File: src/pkg/fie_pkg.sv
// How it works
// RQ1 - Write 3h enables source, 1h disables
// RQ2 - Field reads 2h enabled, 0h disabled
// RQ3 - Supply enables at 08h, reset 2AAAh
// RQ4 - Boost enables at 0Ah, reset A028h
// RQ5 - LED enables at 0Ch, reset AAh
// RQ6 - Reserved fields reset zero, gate nothing
// RQ7 - Supply 13-12 gates missing sync clock
// RQ8 - Supply 11-10 gates charge pump fault
// RQ9 - Supply 9-8 gates missing pump capacitor
// RQ10 - Supply 7-6 gates input over-current
// RQ11 - Supply 5-4 gates logic supply under-voltage
// RQ12 - Supply 3-2 gates input over-voltage
// RQ13 - Supply 1-0 gates input under-voltage
// RQ14 - Boost 15-14 gates thermal shutdown
// RQ15 - Boost 13-12 gates current resistor short
// RQ16 - Boost 11-10 gates string resistor, reset off
// RQ17 - Boost 9-8 gates mode resistor, reset off
// RQ18 - Boost 7-6 gates frequency resistor, reset off
// RQ19 - Boost 5-4 gates converter over-current
// RQ20 - Boost 3-2 gates converter over-voltage
// RQ21 - Fault clears when status and clear written
// RQ22 - LED 7-6 is the global enable
// RQ23 - Writing 0h or 2h changes nothing
// RQ24 - Interrupt only for enabled latched fault
// RQ25 - Enable changes never touch latched status
package fie_pkg;

    // ----------------------------------------------------------------
    // Register indices (byte address is four times the index)
    // ----------------------------------------------------------------
    localparam logic [5:0] FIE_IDX_SUPPLY_EN = 6'h08;
    localparam logic [5:0] FIE_IDX_BOOST_EN  = 6'h0a;
    localparam logic [5:0] FIE_IDX_LED_EN    = 6'h0c;
    localparam logic [5:0] FIE_IDX_SUPPLY_ST = 6'h0e;
    localparam logic [5:0] FIE_IDX_BOOST_ST  = 6'h10;
    localparam logic [5:0] FIE_IDX_LED_ST    = 6'h12;

    // ----------------------------------------------------------------
    // Reset values of the enable registers
    // ----------------------------------------------------------------
    localparam logic [15:0] FIE_RST_SUPPLY_EN = 16'h2aaa;
    localparam logic [15:0] FIE_RST_BOOST_EN  = 16'ha028;
    localparam logic [15:0] FIE_RST_LED_EN    = 16'h00aa;

    // ----------------------------------------------------------------
    // Field codes and layout
    // ----------------------------------------------------------------
    localparam logic [1:0] FIE_WR_ENABLE  = 2'h3;  // Write code: enable
    localparam logic [1:0] FIE_WR_DISABLE = 2'h1;  // Write code: disable
    localparam logic [1:0] FIE_ST_CLEAR   = 2'h3;  // Status and clear both one
    localparam int         FIE_FIELDS     = 8;     // Two-bit fields per register
    localparam int         FIE_GLOBAL_FLD = 3;     // Global enable field in LED reg
    localparam int         FIE_LED_REG    = 2;     // Bank index of LED register

    // Fields that hold an enable at all (bank 2,1,0 = LED, boost, supply)
    localparam logic [2:0][7:0] FIE_EN_MASK  = {8'h0f, 8'hfe, 8'h7f};
    // Fields that have a fault source behind them
    localparam logic [2:0][7:0] FIE_SRC_MASK = {8'h07, 8'hfe, 8'h7f};

    // Enable bit per field taken from the high bit of each reset code
    function automatic logic [7:0] fie_rst_bits(input logic [15:0] v);
        logic [7:0] b;
        b = '0;
        for (int f = 0; f < FIE_FIELDS; f++) begin
            b[f] = v[2*f+1];
        end
        return b;
    endfunction

    localparam logic [2:0][7:0] FIE_RST_EN = {fie_rst_bits(FIE_RST_LED_EN),
                                              fie_rst_bits(FIE_RST_BOOST_EN),
                                              fie_rst_bits(FIE_RST_SUPPLY_EN)};

    // ----------------------------------------------------------------
    // State of the bank
    // ----------------------------------------------------------------
    typedef struct packed {
        logic [2:0][7:0] en;     // Enable per field
        logic [2:0][7:0] st;     // Latched fault status per field
        logic [31:0]     rdata;  // Read data held for the access phase
        logic            irq;    // Interrupt asserted
    } fie_state_t;

endpackage

File: src/hw/fie_int_enable_bank.sv
// The APB slave port was decided locally.
`timescale 1ns/1ps
module fie_int_enable_bank
    import fie_pkg::*;
(
    // Clock and reset
    input  wire logic        pclk,
    input  wire logic        presetn,
    // APB slave
    input  wire logic [7:0]  paddr,
    input  wire logic        psel,
    input  wire logic        penable,
    input  wire logic        pwrite,
    input  wire logic [31:0] pwdata,
    input  wire logic [3:0]  pstrb,
    output logic      [31:0] prdata,
    output logic             pready,
    output logic             pslverr,
    // Fault event pulses from the detectors
    input  wire logic [6:0]  supply_fault_evt,
    input  wire logic [6:0]  boost_fault_evt,
    input  wire logic [2:0]  led_fault_evt,
    // Interrupt pin level
    output logic             fault_irq_n
);

    // ----------------------------------------------------------------
    // Address decode
    // ----------------------------------------------------------------
    // Returns {hit, status_kind, bank[1:0]}
    function automatic logic [3:0] fie_decode(input logic [7:0] a);
        logic [3:0] d;
        d = 4'h0;
        unique case (a)
            {FIE_IDX_SUPPLY_EN, 2'b00}: d = 4'h8;
            {FIE_IDX_BOOST_EN,  2'b00}: d = 4'h9;
            {FIE_IDX_LED_EN,    2'b00}: d = 4'ha;
            {FIE_IDX_SUPPLY_ST, 2'b00}: d = 4'hc;
            {FIE_IDX_BOOST_ST,  2'b00}: d = 4'hd;
            {FIE_IDX_LED_ST,    2'b00}: d = 4'he;
            default:                    d = 4'h0;
        endcase
        return d;
    endfunction

    fie_state_t      r;        // Registered state
    fie_state_t      nxt;      // Next state
    logic [3:0]      dec;      // Decode of current address
    logic            wr_acc;   // Write access phase on a mapped register
    logic [2:0][7:0] evt_all;  // Fault events aligned to fields
    logic [1:0]      code;     // Field of write data under update

    assign dec = fie_decode(paddr);
    assign wr_acc = psel && penable && pwrite && dec[3];

    // Boost events start at field 1, field 0 being reserved
    assign evt_all = {{5'h00, led_fault_evt}, {boost_fault_evt, 1'b0}, {1'b0, supply_fault_evt}};

    // ----------------------------------------------------------------
    // Bus answers
    // ----------------------------------------------------------------
    // Zero wait states: read data is prepared in the setup cycle
    assign pready  = 1'b1;
    assign pslverr = psel && penable && !dec[3];
    assign prdata  = r.rdata;
    assign fault_irq_n = !r.irq;

    // ----------------------------------------------------------------
    // Named enables per fault source
    // ----------------------------------------------------------------
    // Plain views of the enable state, so checks read by source name
    // Field f of a bank covers register bits 2f+1 down to 2f
    logic sync_clock_missing_irq_en;      // Missing sync clock
    logic charge_pump_irq_en;             // Charge pump fault
    logic pump_capacitor_missing_irq_en;  // Pump capacitor missing
    logic input_overcurrent_irq_en;       // Input over-current
    logic logic_supply_low_irq_en;        // Logic supply under-voltage
    logic input_overvoltage_irq_en;       // Input over-voltage
    logic input_undervoltage_irq_en;      // Input under-voltage
    logic thermal_trip_irq_en;            // Thermal shutdown
    logic current_resistor_short_irq_en;  // Current resistor shorted
    logic string_config_resistor_irq_en;  // String resistor missing
    logic mode_resistor_missing_irq_en;   // Mode resistor missing
    logic freq_resistor_missing_irq_en;   // Frequency resistor missing
    logic converter_overcurrent_irq_en;   // Converter over-current
    logic converter_overvoltage_irq_en;   // Converter over-voltage
    logic global_irq_en;                  // Gate over all sources

    // Supply bank, fields 6 down to 0; field 7 is reserved
    assign sync_clock_missing_irq_en     = r.en[0][6]; // [RQ7]
    assign charge_pump_irq_en            = r.en[0][5]; // [RQ8]
    assign pump_capacitor_missing_irq_en = r.en[0][4]; // [RQ9]
    assign input_overcurrent_irq_en      = r.en[0][3]; // [RQ10]
    assign logic_supply_low_irq_en       = r.en[0][2]; // [RQ11]
    assign input_overvoltage_irq_en      = r.en[0][1]; // [RQ12]
    assign input_undervoltage_irq_en     = r.en[0][0]; // [RQ13]
    // Boost bank; field 0 is reserved and gates nothing
    assign thermal_trip_irq_en           = r.en[1][7]; // [RQ14]
    assign current_resistor_short_irq_en = r.en[1][6]; // [RQ15]
    assign string_config_resistor_irq_en = r.en[1][5]; // [RQ16]
    assign mode_resistor_missing_irq_en  = r.en[1][4]; // [RQ17]
    assign freq_resistor_missing_irq_en  = r.en[1][3]; // [RQ18]
    assign converter_overcurrent_irq_en  = r.en[1][2]; // [RQ19]
    assign converter_overvoltage_irq_en  = r.en[1][1]; // [RQ20]
    // Global gate sits in field 3 of the LED bank
    assign global_irq_en = r.en[FIE_LED_REG][FIE_GLOBAL_FLD]; // [RQ22]

    // ----------------------------------------------------------------
    // Next-state logic
    // ----------------------------------------------------------------
    always_comb begin
        nxt = r;
        code = 2'h0;
        // Capture read data in setup so it stands through the access
        if (psel && !penable) begin
            nxt.rdata = '0;
            if (!pwrite && dec[3]) begin
                for (int f = 0; f < FIE_FIELDS; f++) begin
                    // Enabled reads 2h, disabled 0h, never the written code
                    nxt.rdata[2*f+1] = dec[2] ? r.st[dec[1:0]][f] : r.en[dec[1:0]][f]; // [RQ2]
                end
            end
        end
        for (int g = 0; g < 3; g++) begin
            for (int f = 0; f < FIE_FIELDS; f++) begin
                code = pwdata[2*f +: 2];
                if (wr_acc && dec[1:0] == 2'(g) && pstrb[f/4]) begin
                    if (!dec[2] && FIE_EN_MASK[g][f]) begin
                        // Only 3h and 1h act; 0h and 2h leave the field alone
                        if (code == FIE_WR_ENABLE) begin
                            nxt.en[g][f] = 1'b1; // [RQ1] [RQ23]
                        end else if (code == FIE_WR_DISABLE) begin
                            nxt.en[g][f] = 1'b0; // [RQ1] [RQ23]
                        end
                    end
                    // Status and clear bit must both be one in one write
                    if (dec[2] && code == FIE_ST_CLEAR) begin
                        nxt.st[g][f] = 1'b0; // [RQ21]
                    end
                end
                // A new event wins over a clear in the same cycle
                if (evt_all[g][f] && FIE_SRC_MASK[g][f]) begin
                    nxt.st[g][f] = 1'b1;
                end
            end
        end
        // Status is never touched by enables, only masked here
        nxt.irq = nxt.en[FIE_LED_REG][FIE_GLOBAL_FLD] &&
                  |(nxt.st & nxt.en & FIE_SRC_MASK); // [RQ24] [RQ25] [RQ22]
    end

    // ----------------------------------------------------------------
    // State register
    // ----------------------------------------------------------------
    always_ff @(posedge pclk or negedge presetn) begin
        if (!presetn) begin
            r.en    <= FIE_RST_EN; // [RQ3] [RQ4] [RQ5] [RQ6]
            r.st    <= '0;
            r.rdata <= '0;
            r.irq   <= 1'b0;
        end else begin
            r <= nxt;
        end
    end

    localparam logic [7:0] A_SUP  = {FIE_IDX_SUPPLY_EN, 2'b00};
    localparam logic [7:0] A_BST  = {FIE_IDX_BOOST_EN, 2'b00};
    localparam logic [7:0] A_LED  = {FIE_IDX_LED_EN, 2'b00};
    localparam logic [7:0] A_SUPS = {FIE_IDX_SUPPLY_ST, 2'b00};
endmodule

File: config.mk
export PLATFORM = sky130hd
export DESIGN_NAME = fie_int_enable_bank
export DESIGN_NICKNAME = d
export VERILOG_FILES = /design/src/pkg/fie_pkg.sv /design/src/hw/fie_int_enable_bank.sv
export SDC_FILE = /design/constraint.sdc
export NUM_CORES = 1
export LEC_CHECK = 0
export ABC_AREA = 0
export BUFFER_PORTS_ARGS = -buffer_cell sky130_fd_sc_hd__buf_4
export CAP_MARGIN = 20
export CORE_AREA = 2 2 92 76
export CTS_CLUSTER_SIZE = 10
export DETAILED_ROUTE_END_ITERATION = 10
export DIE_AREA = 0 0 94 78
export GPL_TIMING_DRIVEN = 1
export PLACE_DENSITY_LB_ADDON = 0.05
export RECOVER_POWER = 50
export SYNTH_ARGS = -nofsm -noshare
export SYNTH_HDL_FRONTEND = slang
export SYNTH_SLANG_ARGS = --single-unit
File: constraint.sdc
create_clock -name pclk -period 2.7 [get_ports pclk]
set_input_delay 0.27 -clock pclk [delete_from_list [all_inputs] [get_ports pclk]]
set_output_delay 0.27 -clock pclk [all_outputs]
set_load 0.05 [all_outputs]
# After elaboration in Yosys (flattened, before gate mapping)
# Index checks and enable logic that the tools add are counted.
[totals] register_bits=51 in_bits=66 output_inout_bits=35 wordCells=222
[classes] order_cmp=1 eq_ne=24 n_mux=158 bitwise_logic=1 reduce_logical=30
[ops] operator="1-bit 2-to-1 mux" n=153
[ops] operator="8-bit binary-select mux with 2-bit select" n=2
[ops] operator="8-bit by 6-bit == test with 1-bit output (second input constant)" n=4
[ops] operator="1-bit logical AND" n=24
[ops] operator="4-bit one-hot mux with 6 select lines" n=1
[ops] operator="19-bit AND" n=1
[ops] operator="2-bit by 1-bit == test with 1-bit output (second input constant)" n=9
[ops] operator="2-bit == test (second input constant)" n=9
[ops] operator="17-bit OR reduction" n=1
[ops] operator="8-bit by 7-bit == test with 1-bit output (second input constant)" n=2
[ops] operator="8-bit 2-to-1 mux" n=2
[ops] operator="1-bit logical NOT" n=4
[ops] operator="2-bit by 3-bit < comparator with 1-bit output (second input constant)" n=1
[ops] operator="2-bit logical NOT" n=1

# Depth between registers and ports, before layout
[depth] word_depth=10 depth_mapped=9

# Worst setup path before layout
# Ideal clock, no wire load.
[synth_timing] kind="input port to flip-flop" from="input port paddr[2]" to="register r[0] in the netlist's numbering" arrival_time_ns=2.256 t_required_ns=2.563 path_slack_ns=0.307 path_stages=8 n_path_buf=1 cell_sequence="or4_4 buf_6 a211oi_4 nand4_1 mux2_4 a222oi_1 a21boi_2 a31oi_1"
[synth_lines] item="from (decl)" line_no="fie_int_enable_bank.sv:10" text="input wire logic [7:0] paddr,"
[synth_lines] item="to (signal assigned)" line_no="fie_int_enable_bank.sv:162" text="r <= nxt;"
[synth_lines] item="to (decl)" line_no="fie_int_enable_bank.sv:46" text="fie_state_t r;"

==> flow_summary.json <==
{
  "wl_um": 7380,
  "period_share_pct": 87.1,
  "cts_tree": "built",
  "met1_usage_pct": 33.4,
  "place_inst": 394,
  "synth_ff_type": "dfrtp_1",
  "num_vias": 2218,
  "areaGrowthSynthToFinish_pct": 20.5,
  "start_kind": "primary input",
  "clkSinkCount": 44,
  "antenna_found_initial": 0,
  "core_area_um2": 6340,
  "rsz0062_at_grt": "false",
  "r2r_slack_ns": 1.07,
  "met2_usage_pct": 28.3,
  "arrival_ns": 2.53,
  "cts_resized": 0,
  "cap_viol_max_count": 0,
  "dpl.hpwl_um": 5640,
  "clkTransAtPathRegs_ns": 0.09,
  "syn_inst": 256,
  "start_util_pct": 42.1,
  "die_w_um": 94,
  "grt_max_degree": 45,
  "met3_usage_pct": 5.15,
  "timing.rr.end": "r[0]$_DFF_PN0_",
  "setup_viol": 0,
  "peakVddDrop_v": 0.000317,
  "n_antenna_cell": 0,
  "io_buffers": 57,
  "status": "completed",
  "fin_hold_ws_ns": 0.156,
  "grt_remaining_overflow": 0,
  "p_leak_uw": 0.00133,
  "min_path_type": "primary input to flip-flop",
  "grt_pass1_vias": 2099,
  "r2r_start": "current_resistor_short_irq_en$_DFF_PN1_",
  "vias_per_cell": 5.50,
  "drc_errors": 0,
  "max_freq_mhz": 425,
  "hold_end": "r[42]$_DFF_PN0_",
  "holdCritStartpoint": "boost_fault_evt[0]",
  "mostFrequentLayoutCells": "68 x buf_4, 29 x dfrtp_1, 25 x conb_1, 18 x nand2_1",
  "max-slew-margin-rel_pct": 26.0,
  "grt_first_pass_wirelength_um": 11600,
  "ys.warnings.count": 0,
  "holdPathStages": 2,
  "root_buffer": "clkbuf_8",
  "final_max_slew_viol_count": 0,
  "nets": 384,
  "crit_start": "paddr[2]",
  "ys_types": 57,
  "grt.busiest_layer": "met1",
  "synth.avg_cell_area_um2": 10.4,
  "setup_tns_ns": 0,
  "crit_fanout": 8,
  "crit_path_end_kind": "flip-flop",
  "rows": 26,
  "grt_usage_pct": 21.1,
  "synth_edf_count": 0,
  "postCtsSetupBuffers": 0,
  "fin_cells": 403,
  "cellPowerDensity_nw_per_um2": 432,
  "critical_path_class": "primary input to flip-flop",
  "clk_latency_ns": 0.31,
  "wire_per_inst_um": 18.3,
  "clock_path_buffers": 2,
  "drtPass1Iterations": 4,
  "drive_gt1_share_pct": 36.4,
  "syn-cell-area_um2": 2670,
  "ys_seq_area_share_pct": 41.9,
  "ios": 101,
  "rr_worst_depth": 4,
  "required_ns": 2.88,
  "drt_iter0_markers": 155,
  "skew_ns": 0.0136,
  "ys_ff_latch": 44,
  "gp_congestion": 0.818,
  "async_flop_share_pct": 100,
  "period_minus_slack_ns": 2.35,
  "antenna_left": 0,
  "cts_inserted_buffers": 5,
  "cts-htree-levels": 2,
  "die_area_um2": 7330,
  "cts-hold-fix-buffers": 1,
  "final_common_cell": "buf_4",
  "hold_viol_final": 0,
  "die_y_um": 78,
  "tightest_slew_ns": 1.11
}
## state kept, by name, indices dropped and copies added (netlist names)
name                           flops
input_undervoltage_irq_en          1
converter_overvoltage_irq_en       1
input_overvoltage_irq_en           1
input_overcurrent_irq_en           1
pump_capacitor_missing_irq_en      1
charge_pump_irq_en                 1
converter_overcurrent_irq_en       1
global_irq_en                      1
mode_resistor_missing_irq_en       1
prdata                             8
current_resistor_short_irq_en      1
logic_supply_low_irq_en            1
r                                 24
freq_resistor_missing_irq_en       1
## worst max-delay path by stage
stage	endpoint	slack (ns)
floorplan	r[0]$_DFF_PN0_	0.31
global placement	r[0]$_DFF_PN0_	0.002
detailed placement	r[0]$_DFF_PN0_	-0.02
CTS	r[0]$_DFF_PN0_	0.29
global route	r[0]$_DFF_PN0_	0.15
finish	r[0]$_DFF_PN0_	0.35
## worst max-delay path: stages
cell and delay [ns]:
buf_4 0.12, or4_4 0.63, nor3_4 0.23, buf_4 0.16, nand3_1 0.08, mux2_2 0.28
a222oi_1 0.36, nor4b_1 0.29, a31oi_1 0.12
## where the power goes
part / internal (uW) / total, uW / switching [uW]
Sequential: 662 / 663 / 0.680
Clock: 275 / 513 / 238
Combinational: 66.0 / 216 / 150
## cell usage after synthesis (5+ instances only)
cell,number,share of area (%)
a21o_1,14,3.9
dfrtp_1,29,27
a32o_1,5,1.9
mux2_2,15,6.3
dfstp_2,15,15
a22o_1,7,2.3
buf_4,33,9.3
nor2b_1,5,1.2
nand4_1,14,3.3
a221o_1,7,2.6
nand2_1,18,2.5
nor2_1,8,1.1
nand3_1,10,1.9
## layer usage
layer | routed length (um) | vias to the layer above
met2 | 3020 | 111
met3 | 706 | 7
li1 | - | 1031
met4 | 73 | 0
met1 | 3580 | 1069
met5 | 0 | -
## stage by stage
step	instance area (um^2)	total power, uW	worst slack (ns)	utilization [%]
floorplan	2760	821	0.307	-
global placement	3120	890	0.00207	49.2
detailed placement	3120	890	-0.0184	49.2
CTS	3240	1400	0.293	51.1
global route	3220	1460	0.154	50.7
finish	3220	1390	0.349	50.7
## cells by family (layout without fill, tap and decap cells)
kind of cell           Yosys count  after routing  share of synthesized area (%)
flip-flops                      44             44                           41.9
AO/OA/AOI/OAI                   56             56                           17.3
buffers and inverters           45             85                           11.3
multiplexers                    21             21                           9.27
other                            2             25                          0.281
XOR/XNOR                         1              1                          0.328
AND/OR/NAND/NOR                 87             87                           19.5
## final cells by class
type	count	area, um^2
well taps	84	105
fillers	596	3120
multi-input cells	190	1340
repair buffers	75	544
clock inverters	2	35.0
flip-flops and latches	44	1120
clock buffers	6	72.6
inverters	2	7.51
(Power assumes the default switching activity.)
